--- config.mk ---
export PLATFORM = sky130hd
export DESIGN_NAME = spi_core
export DESIGN_NICKNAME = d
export VERILOG_FILES = /design/src/hdl/spi_core_pkg.sv /design/src/hdl/spi_core.sv
export VERILOG_INCLUDE_DIRS = /design/src /design/src/hdl
export SDC_FILE = /design/constraint.sdc
export NUM_CORES = 1
export LEC_CHECK = 0
export ABC_CLOCK_PERIOD_IN_PS = 5900
export BUFFER_PORTS_ARGS = -buffer_cell sky130_fd_sc_hd__buf_4
export CAP_MARGIN = 10
export CORE_MARGIN = 2
export CORE_UTILIZATION = 46
export CTS_BUF_LIST = sky130_fd_sc_hd__clkbuf_8
export DETAILED_ROUTE_END_ITERATION = 10
export PLACE_DENSITY = 0.65
export RECOVER_POWER = 100
export SYNTH_ARGS = -nofsm -noshare
export SYNTH_HDL_FRONTEND = slang
export SYNTH_SLANG_ARGS = --single-unit
--- constraint.sdc ---
create_clock -name pclk -period 5.9 [get_ports pclk]
set_input_delay 0 -clock pclk [delete_from_list [all_inputs] [get_ports pclk]]
set_output_delay 0 -clock pclk [all_outputs]
set_load 0.03 [all_outputs]
--- src/hdl/spi_core_map.svh ---
// Register indices, field positions, reset values and counts for the serial port core
`ifndef SPI_CORE_MAP_SVH
`define SPI_CORE_MAP_SVH
// Register indices; byte address is four times the index
`define CTRL_IDX 6'h38
`define GAP_IDX 6'h3A
`define STAT_IDX 6'h3C
`define DATA_IDX 6'h3E
// Status register bit positions
`define DONE_BIT 15
`define COLL_BIT 14
`define FAULT_BIT 12
// Control reset value, divider field of four
`define CTRL_RESET 16'h0004
`define BAUD_MIN 8'h02
// Edge counts per transfer
`define EDGES8 6'h10
`define EDGES16 6'h20
`define EDGE_ONE 6'h01
`define DIV_ONE 8'h01
`endif

--- src/hdl/spi_core_pkg.sv ---
// Types shared by the serial port core
package spi_core_pkg;
  // Control register fields, bit 15 down to bit 0
  typedef struct packed {
    logic irq_en;
    logic spi_enable_bit;
    logic od;
    logic master_select;
    logic clock_polarity_sel;
    logic clock_phase_sel;
    logic lsb_first_select;
    logic size;
    logic [7:0] baud;
  } ctrl_type;
  typedef enum logic {IDLE, RUN} mstate_type;
endpackage
--- src/hdl/spi_core.sv ---
// Serial peripheral port core with APB registers, master divider and fault logic
//
// Chosen here: the APB interface to the registers.
`timescale 1ns/1ps
`default_nettype none
`include "spi_core_map.svh"
module spi_core (
  // Clock and reset
  input wire logic pclk,
  input wire logic presetn,
  // APB slave
  input wire logic psel,
  input wire logic penable,
  input wire logic pwrite,
  input wire logic [7:0] paddr,
  input wire logic [31:0] pwdata,
  output logic [31:0] prdata,
  output logic pready,
  output logic pslverr,
  // Serial pins
  input wire logic sck_i,
  output logic sck_o,
  output logic sck_oe,
  input wire logic mosi_i,
  output logic mosi_o,
  output logic mosi_oe,
  input wire logic miso_i,
  output logic miso_o,
  output logic miso_oe,
  input wire logic ss_n_i,
  // Request line
  output logic irq
);
  spi_core_pkg::ctrl_type ctrl, next_ctrl;
  spi_core_pkg::mstate_type state, next_state;
  logic xfer_done_flag, next_xfer_done_flag;
  logic write_collision_flag, next_write_collision_flag;
  logic mode_fault_flag, next_mode_fault_flag;
  logic arm_f, next_arm_f;
  logic arm_m, next_arm_m;
  logic [15:0] sh, next_sh;
  logic [15:0] rxbuf, next_rxbuf;
  logic dout, next_dout;
  logic [5:0] edges, next_edges;
  logic sck_lvl, next_sck_lvl;
  logic [7:0] div_cnt, next_div_cnt;
  logic sck_prev, ss_prev, s_run, next_s_run;
  logic [31:0] next_prdata;

  // Bus decode; zero wait states, data registered in setup
  logic acc, wr, rd, aligned, hit_c, hit_s, hit_d, hit_g;
  assign acc = psel & penable;
  assign wr = acc & pwrite;
  assign rd = acc & ~pwrite;
  assign aligned = (paddr[1:0] == 2'b00);
  assign hit_c = aligned & (paddr[7:2] == `CTRL_IDX);
  assign hit_s = aligned & (paddr[7:2] == `STAT_IDX);
  assign hit_d = aligned & (paddr[7:2] == `DATA_IDX);
  assign hit_g = aligned & (paddr[7:2] == `GAP_IDX);
  assign pready = 1'b1;
  assign pslverr = acc & ~(hit_c | hit_s | hit_d | hit_g);

  // Mode and timing terms
  logic mact, sact, baud_ok, tick, m_edge, s_edge, ev, smp, lnc;
  logic m_done, s_done, busy, mf, rxb, top, dwr, accept, s_first;
  logic [5:0] last, ev_no;
  logic [15:0] sh_in;
  assign mact = ctrl.master_select & ctrl.spi_enable_bit;
  assign sact = ~ctrl.master_select & ctrl.spi_enable_bit;
  assign last = ctrl.size ? `EDGES16 : `EDGES8;
  assign baud_ok = (ctrl.baud >= `BAUD_MIN);
  // Tick only in master mode, so the slave never sees the divider
  assign tick = (state == spi_core_pkg::RUN) & mact & baud_ok
    & (div_cnt == ctrl.baud - `DIV_ONE);
  assign m_edge = tick & (edges != last);
  assign s_edge = sact & ~ss_n_i & (sck_i != sck_prev);
  assign ev = m_edge | s_edge;
  // A phase one slave frame restarts the count, so stale edges never leak in
  assign s_first = s_edge & ctrl.clock_phase_sel & ~s_run;
  assign ev_no = s_first ? `EDGE_ONE : edges + `EDGE_ONE;
  // Phase zero samples odd edges, phase one samples even edges
  assign smp = ev & (ev_no[0] ^ ctrl.clock_phase_sel);
  assign lnc = ev & ~smp;
  // Phase zero master ends on the last edge, phase one one half later
  assign m_done = tick & (ctrl.clock_phase_sel ? (edges == last)
    : (ev_no == last));
  assign s_done = s_edge & (ev_no == last);
  assign busy = (state == spi_core_pkg::RUN)
    | (sact & (ctrl.clock_phase_sel ? s_run : ~ss_n_i));
  assign mf = mact & ~ss_n_i;
  assign rxb = ctrl.master_select ? miso_i : mosi_i;
  assign top = ctrl.lsb_first_select ? sh[0] : (ctrl.size ? sh[15] : sh[7]);
  assign dwr = wr & hit_d;
  assign accept = dwr & ~busy;

  // Shift in one received bit in the chosen order
  always_comb begin
    if (ctrl.lsb_first_select) begin
      sh_in = ctrl.size ? {rxb, sh[15:1]} : {8'h00, rxb, sh[7:1]};
    end else begin
      sh_in = {sh[14:0], rxb};
    end
  end

  // Next state of the whole core
  always_comb begin
    next_ctrl = ctrl;
    next_state = state;
    next_xfer_done_flag = xfer_done_flag;
    next_write_collision_flag = write_collision_flag;
    next_mode_fault_flag = mode_fault_flag;
    next_arm_f = arm_f;
    next_arm_m = arm_m;
    next_sh = sh;
    next_rxbuf = rxbuf;
    next_dout = dout;
    next_edges = edges;
    next_sck_lvl = sck_lvl;
    next_div_cnt = div_cnt;
    next_s_run = s_run;
    // Status reads arm the clearing sequences
    if (rd & hit_s) begin
      if (xfer_done_flag | write_collision_flag) begin
        next_arm_f = 1'b1;
      end
      if (mode_fault_flag) begin
        next_arm_m = 1'b1;
      end
    end
    // Data access completes the done and collision clear
    if (acc & hit_d & arm_f) begin
      next_arm_f = 1'b0;
      if (~pwrite | xfer_done_flag) begin
        next_xfer_done_flag = 1'b0;
        next_write_collision_flag = 1'b0;
      end
    end
    // Control write; enable and master stay clear while faulted
    if (wr & hit_c) begin
      next_ctrl = spi_core_pkg::ctrl_type'(pwdata[15:0]);
      if (mode_fault_flag & ~arm_m) begin
        next_ctrl.spi_enable_bit = ctrl.spi_enable_bit;
        next_ctrl.master_select = ctrl.master_select;
      end
      if (arm_m) begin
        next_mode_fault_flag = 1'b0;
        next_arm_m = 1'b0;
      end
    end
    // Divider reloads on terminal count
    if (state == spi_core_pkg::RUN) begin
      next_div_cnt = tick ? 8'h00 : div_cnt + `DIV_ONE;
    end
    // Slave frame framing
    if (sact & ~ctrl.clock_phase_sel & ss_prev & ~ss_n_i) begin
      next_edges = 6'h00;
      next_dout = top;
    end
    if (s_first) begin
      next_s_run = 1'b1;
    end
    // Edge actions, shared by master and slave
    if (ev) begin
      next_edges = ev_no;
    end
    if (m_edge) begin
      next_sck_lvl = ~sck_lvl;
    end
    if (smp) begin
      next_sh = sh_in;
    end
    if (lnc) begin
      next_dout = top;
    end
    // End of transfer
    if (m_done | s_done) begin
      next_xfer_done_flag = 1'b1;
      next_rxbuf = smp ? sh_in : sh;
      if (~ctrl.size) begin
        next_rxbuf[15:8] = 8'h00;
      end
      next_edges = 6'h00;
      next_s_run = 1'b0;
      next_state = spi_core_pkg::IDLE;
    end
    // Data writes load the shifter or collide
    if (accept) begin
      next_sh = pwdata[15:0];
      next_dout = ctrl.lsb_first_select ? pwdata[0] : (ctrl.size ? pwdata[15] : pwdata[7]);
      if (mact) begin
        next_state = spi_core_pkg::RUN;
        next_div_cnt = 8'h00;
        next_edges = 6'h00;
        next_sck_lvl = 1'b0;
      end
    end else if (dwr) begin
      next_write_collision_flag = 1'b1;
    end
    // Leaving master mode abandons a master transfer instead of clocking on
    if (~mact) begin
      next_state = spi_core_pkg::IDLE;
      next_sck_lvl = 1'b0;
    end
    // Mode fault wins over everything else
    if (mf) begin
      next_ctrl.master_select = 1'b0;
      next_ctrl.spi_enable_bit = 1'b0;
      next_mode_fault_flag = 1'b1;
      next_state = spi_core_pkg::IDLE;
      next_sck_lvl = 1'b0;
      next_edges = 6'h00;
    end
    // Leaving slave mode drops a dangling phase one frame
    if (~sact) begin
      next_s_run = 1'b0;
    end
  end

  // Core registers
  always_ff @(posedge pclk or negedge presetn) begin
    if (!presetn) begin
      ctrl <= `CTRL_RESET;
      state <= spi_core_pkg::IDLE;
      xfer_done_flag <= 1'b0;
      write_collision_flag <= 1'b0;
      mode_fault_flag <= 1'b0;
      arm_f <= 1'b0;
      arm_m <= 1'b0;
      sh <= 16'h0000;
      rxbuf <= 16'h0000;
      dout <= 1'b0;
      edges <= 6'h00;
      sck_lvl <= 1'b0;
      div_cnt <= 8'h00;
      sck_prev <= 1'b0;
      ss_prev <= 1'b1;
      s_run <= 1'b0;
    end else begin
      ctrl <= next_ctrl;
      state <= next_state;
      xfer_done_flag <= next_xfer_done_flag;
      write_collision_flag <= next_write_collision_flag;
      mode_fault_flag <= next_mode_fault_flag;
      arm_f <= next_arm_f;
      arm_m <= next_arm_m;
      sh <= next_sh;
      rxbuf <= next_rxbuf;
      dout <= next_dout;
      edges <= next_edges;
      sck_lvl <= next_sck_lvl;
      div_cnt <= next_div_cnt;
      sck_prev <= sck_i;
      ss_prev <= ss_n_i;
      s_run <= next_s_run;
    end
  end

  // Read mux; data reads return the receive buffer, not the shifter
  always_comb begin
    next_prdata = 32'h00000000;
    if (psel & ~penable & ~pwrite) begin
      if (hit_c) begin
        next_prdata[15:0] = ctrl;
      end
      if (hit_s) begin
        next_prdata[`DONE_BIT] = xfer_done_flag;
        next_prdata[`COLL_BIT] = write_collision_flag;
        next_prdata[`FAULT_BIT] = mode_fault_flag;
      end
      if (hit_d) begin
        next_prdata[15:0] = rxbuf;
      end
    end
  end

  // Read data register
  always_ff @(posedge pclk or negedge presetn) begin
    if (!presetn) begin
      prdata <= 32'h00000000;
    end else begin
      prdata <= next_prdata;
    end
  end

  // Pads; open-drain drives only the low level, pull-up assumed
  logic sck_lv, mosi_drv, miso_drv;
  assign sck_lv = ctrl.clock_polarity_sel ^ sck_lvl;
  assign mosi_drv = mact;
  assign miso_drv = sact & ~ss_n_i;
  assign sck_o = ctrl.od ? 1'b0 : sck_lv;
  assign sck_oe = mact & (~ctrl.od | ~sck_lv);
  assign mosi_o = ctrl.od ? 1'b0 : dout;
  assign mosi_oe = mosi_drv & (~ctrl.od | ~dout);
  assign miso_o = ctrl.od ? 1'b0 : dout;
  assign miso_oe = miso_drv & (~ctrl.od | ~dout);
  // Fault clears master and enable, which releases sck and mosi
  assign irq = ctrl.irq_en & (xfer_done_flag | mode_fault_flag);
endmodule // spi_core
`default_nettype wire

### Word level (Yosys, flattened, before mapping)

Index checks and enable logic that the tools add are counted.

| word-level totals | value |
|---|---|
| bits of input ports | 49 |
| logic and storage cells | 188 |
| register bits | 89 |
| output and inout bits | 41 |

| cells by class | value |
|---|---|
| reductions and logical operators | 12 |
| magnitude comparators | 1 |
| eq/ne operators | 13 |
| $add $sub $neg | 3 |
| multiplexer cells | 67 |
| bitwise operators | 67 |

Operators with widths:

| kind | count |
|---|---|
| $mux W16 | 7 |
| $mux W6 | 8 |
| $mux W1 | 45 |
| $and A1 B1 Y1 | 40 |
| $mux W8 | 5 |
| $eq A6 B6 Y1 const B | 4 |
| $mux W15 | 1 |
| $not A1 Y1 | 14 |
| $eq A6 B6 Y1 | 2 |
| $reduce_bool A2 Y1 | 6 |
| $or A1 B1 Y1 | 11 |
| $add A8 B1 Y8 const B | 1 |
| $eq A8 B8 Y1 | 1 |
| $ge A8 B2 Y1 const B | 1 |
| $ne A4 B1 Y1 const B | 2 |
| $reduce_and A2 Y1 | 4 |
| $sub A8 B1 Y8 const B | 1 |
| $add A6 B1 Y6 const B | 1 |
| $ne A6 B6 Y1 | 1 |
| $ne A3 B1 Y1 const B | 1 |
| $reduce_bool A3 Y1 | 1 |
| $logic_not A2 Y1 | 1 |
| $mux W2 | 1 |
| $ne A2 B2 Y1 const B | 1 |
| other kinds (2) | 3 |

### Logic depth before layout (Yosys ltp)

| depth | value |
|---|---|
| depth after elaboration | 15 |
| depth in mapped cells | 11 |
| depth with buffers taken out | 9 |

### Worst setup path after synthesis

OpenSTA, ideal clock, no wires.

| timing | value |
|---|---|
| kind | register to register |
| start | register ctrl[0] in the netlist's numbering |
| end | register dout |
| buffers on the path | 0 |
| data required time | 5.772 ns |
| cell stages (with the launch flop) | 10 |
| data arrival time | 2.546 ns |
| path slack | 3.226 ns |
| clock period less this slack | 2.674 ns |
| library setup time | 0.128 ns |
| cells stage by stage | dfrtp_1 > inv_1 > ha_1 > xor2_1 > a311o_1 > and2_1 > a2111oi_4 > nor2_1 > o211ai_1 > mux2_1 |

| between the ends | value |
|---|---|
| longest elaborated chain between the ends | 10 |
| elaborated cells between the ends (all ways) | 13 |
| those cells by class | 1 x add/sub; 1 x order compare; 1 x eq/ne; 2 x mux; 7 x bitwise; 1 x reduce/logical |

Ends and longest elaborated chain:

| element | RTL line | source |
|---|---|---|
| start, declared | spi_core.sv:34 | `spi_core_pkg::ctrl_type ctrl, next_ctrl;` |
| start signal, assigned | spi_core.sv:222 | `` ctrl <= `CTRL_RESET; `` |
| start signal, assigned | spi_core.sv:239 | `ctrl <= next_ctrl;` |
| $sub A8 B1 Y8 (no source line) or $ge A8 B2 Y1 (tied branches) | - |  |
| $eq A8 B8 Y1 (no source line) or $and A1 B1 Y1 (tied branches) | - |  |
| $and A1 B1 Y1 * | spi_core.sv:73 | `assign tick = (state == spi_core_pkg::RUN) & mact & baud_ok` |
| $and A1 B1 Y1 * | spi_core.sv:75 | `assign m_edge = tick & (edges != last);` |
| $or A1 B1 Y1 * | spi_core.sv:77 | `assign ev = m_edge \| s_edge;` |
| $and A1 B1 Y1 | spi_core.sv:82 | `assign smp = ev & (ev_no[0] ^ ctrl.clock_phase_sel);` |
| $not A1 Y1 | spi_core.sv:83 | `assign lnc = ev & ~smp;` |
| $and A1 B1 Y1 * | spi_core.sv:83 |  |
| $mux W1 | spi_core.sv:172 | `if (lnc) begin` |
| $mux W1 | spi_core.sv:187 | `if (accept) begin` |
| end signal, assigned | spi_core.sv:248 | `dout <= next_dout;` |
| end, declared | spi_core.sv:43 | `logic dout, next_dout;` |

Mark *: on every way between the ends. The rest lies on a longest branch, timed or not.
A chain may end at the register's enable or synchronous reset.

### Worst setup path in the final report

| timing | value |
|---|---|
| start | register ctrl[1] in the netlist's numbering |
| end | register sh[8] |

| between the ends | value |
|---|---|
| longest elaborated chain between the ends | 8 |
| elaborated cells between the ends (all ways) | 10 |
| those cells by class | 1 x add/sub; 1 x order compare; 1 x eq/ne; 2 x mux; 5 x bitwise |

Ends and longest elaborated chain:

| element | RTL line | source |
|---|---|---|
| $sub A8 B1 Y8 (no source line) or $ge A8 B2 Y1 (tied branches) | - |  |
| $eq A8 B8 Y1 (no source line) or $and A1 B1 Y1 (tied branches) | - |  |
| $and A1 B1 Y1 * | spi_core.sv:73 |  |
| $and A1 B1 Y1 * | spi_core.sv:75 |  |
| $or A1 B1 Y1 * | spi_core.sv:77 |  |
| $and A1 B1 Y1 * | spi_core.sv:82 |  |
| $mux W16 * (2 in series) | - |  |
| net next_sh[8] | spi_core.sv:41 | `logic [15:0] sh, next_sh;` |
| end signal, assigned | spi_core.sv:246 | `sh <= next_sh;` |
| end, declared | spi_core.sv:41 |  |

Mark *: on every way through the listed nets, which the timed path passes. The rest lies on a longest branch.

==> metrics <==
WL/cell 17.4 um; clk sinks 89; RSZ-0062 raised after global routing false; total track usage 0.231; Skew-Pair Late Insertion Delay approximately 0.37 ns; Cell variety after synth about 70; post-DR vias/cell 5.69; flops & latches, synth 89; vias in the first global route roughly 4200; Ys Warns 0; CTS buffer count 9; Fillers just over 1000; setup TNS 0 ns; Max-slew headroom -0.338; Post-synth EDFFs 0; first-pass GRT wire length about 21 mm; first-pass detailed-route iteration total 6; multi-input combinational cell area ~0.0026 mm2; Clk pin slew, worst setup/hold paths around 0.09 ns; failing checks max-capacitance violations, max-slew violations; share of layout cells above drive strength 1 0.108; post-layout util 0.542; CORE AREA about 0.011 mm2; Hold Vio Cnt, Final 0; Seq/Total Area, Yosys 0.432; Finished Cell Area around 0.006 mm2; ANT cells 0; Worst EP arrival roughly 4.1 ns; clk root buf clkbuf_8; final worst setup slack 2.02 ns; Synth async-reset ratio 1.00; CP required between 6 and 7 ns; CTS resizes 0; VDD IR-drop max between 0.00009 and 0.0001 V; Tcrit/Tclk final 0.658; critical path type register to register; Max H-tree Level 3; max incr delay on CP approximately 1.2 ns; Leak Pwr roughly 2.6 nW; Top FF cell, synth dfrtp_1; placed inst area approximately 0.0056 mm2; crit-path max FO 10; GP Congestion slightly below 0.9; grt total ovfl 0; Detailed Route WL ~13 mm; Peak Freq 258 MHz; worst-case clock skew 0.00986 ns; DR vias about 4300; antenna violations before repair 0; Max Transition Viols Final 39; Port Buffers between 50 and 60; CTS tree yes; crit path cell chain nor3_1 > a2111oi_2 > nor4_1 > a2111oi_4 > o21ai_0 > mux2i_1 > a21o_1; FP Rows 38; Setup-failing EPs final 0; syn avg cell area about 9.4 um2; die width around 110 um; die area around 0.012 mm2; dpl ws 2.52 ns; status complete, but fails checks; HP Class primary input to register; Worst-Margin Slew 2.01 ns; number of max-cap violations 1; Register Area 0.00223 mm2; Setup crit end kind register; most frequent cells in the layout 87 x dfrtp_1, 66 x nand2_1, 36 x nor2_1, 36 x o21ai_0, 31 x clkbuf_1; crit path time final between 3 and 4 ns; I/O Pins 90; Syn Std Cell Area approximately 0.0052 mm2; detailed placement HPWL approximately 9.6 mm; crit start category register; clock tree buffer depth 2; Layout Nets between 600 and 700; initial drt markers 299; Syn Inst Count 550; largest net degree at the start of global routing 53; slowest cell on the critical path o21ai_0; die height 110 um; power per standard cell area 210 mW/mm2; DRC 0; Layout area overhead 14.5%; Detail Route Antenna Nets 0; commonest non-fill, non-tap cell in the layout dfrtp_1; Initial Utilization 0.474; Power Total 1.24 mW
## Yosys cell counts (3+ instances only)
cell type	instances	area share
dfrtp_1	87	0.42
nand2_1	66	0.048
nor2_1	36	0.026
nand3_1	21	0.020
o211ai_1	20	0.029
buf_4	19	0.028
mux2i_1	19	0.037
o21ai_1	19	0.018
o21ai_0	18	0.017
a21oi_1	17	0.016
clkbuf_1	16	0.012
inv_1	15	0.011
nor2b_1	15	0.018
a22oi_1	13	0.019
o22ai_1	12	0.015
xor2_1	12	0.020
mux2_2	11	0.024
nor3_1	11	0.011
xnor2_1	11	0.019
a21o_1	10	0.015
a211oi_1	5	0.0073
a31oi_1	5	0.0061
and2_1	5	0.0061
and3_1	5	0.0061
buf_2	5	0.0049
ha_1	5	0.012
nand2b_1	5	0.0061
and3b_1	3	0.0051
and4_1	3	0.0051
and4b_1	3	0.0058
buf_6	3	0.0065
nand4_1	3	0.0036
nor4_2	3	0.0073
## path summary, 6_finish.rpt
kind | startpoint | endpoint | slack (ns) | cells after the start
setup / recovery | ctrl[1] | sh[8] | 2.02 | 7
hold / removal | penable | write_collision_flag | 0.14 | 4
setup reg to reg | ctrl[1] | sh[8] | 2.02 | 7
hold reg to reg | rxbuf[13] | rxbuf[13] | 0.49 | 2
max in group asynchronous | presetn | s_run | 3.60 | 3
min in group asynchronous | presetn | div_cnt[7] | 0.74 | 2
## state kept, by name, indices dropped and copies added (netlist names)
signal / flops
rxbuf: 16
ctrl: 16
arm_f: 1
mode_fault_flag: 1
arm_m: 1
sck_lvl: 1
ss_prev: 1
div_cnt: 8
s_run: 1
prdata: 16
sh: 16
dout: 1
state: 1
xfer_done_flag: 1
sck_prev: 1
write_collision_flag: 1
edges: 6
## stage by stage
stage,hold slack (ns),cells
2_1_floorplan,-0.296,565
3_3_place_gp,-0.00815,719
3_5_place_dp,-0.00523,719
4_1_cts,0.114,759
5_1_grt,0.192,759
6_report,0.145,759
## cell families (layout without fill, tap and decap cells)
| family | Yosys count | in the layout | share of synthesized area |
|---|---|---|---|
| mux | 31 | 31 | 0.0631 |
| other cells | 2 | 17 | 0.00146 |
| buf+inv | 60 | 114 | 0.0631 |
| simple gates | 197 | 197 | 0.198 |
| xor+xnor | 23 | 23 | 0.0390 |
| compound gates | 143 | 143 | 0.191 |
| fa+ha+maj | 5 | 5 | 0.0121 |
| flops | 89 | 89 | 0.432 |
## report_power, final
group	internal, mW	switching (mW)	leakage (nW)	total (mW)
clock	0.283	0.222	0.127	0.505
combinational	0.0404	0.0674	1.32	0.108
sequential	0.617	0.0106	1.18	0.627
## per-layer routing
layer | share of wire | GRT usage | vias up
li1 | - | - | 2075
met1 | 0.44 | 0.311 | 2088
met3 | 0.051 | 0.0427 | 23
met4 | 0.020 | 0.0723 | 0
met5 | 0 | 0 | -
met2 | 0.49 | 0.379 | 134
## cell type report
class | count | area share
repair buffers | 83 | 0.0960
clock buffers | 9 | 0.0210
flip-flops and latches | 89 | 0.378
multi-input cells | 416 | 0.446
well taps | 140 | 0.0297
clock inverters | 7 | 0.0201
inverters | 15 | 0.00953
## critical path: cells and delay by family (launching register included)
| kind | cells | cell delay [ns] |
|---|---|---|
| muxes | 1 | 0.22 |
| and+or+nand+nor | 2 | 1.27 |
| AOI/OAI and AO/OA | 4 | 1.84 |
| DFF | 1 | 0.45 |
## repair_timing
| item | in CTS | in global routing |
|---|---|---|
| setup buffers | 0 | 0 |
| hold endpoints to repair | 76 | 0 |
| hold buffers | 24 | 0 |
Note: power is estimated with default switching activity, not from simulation.
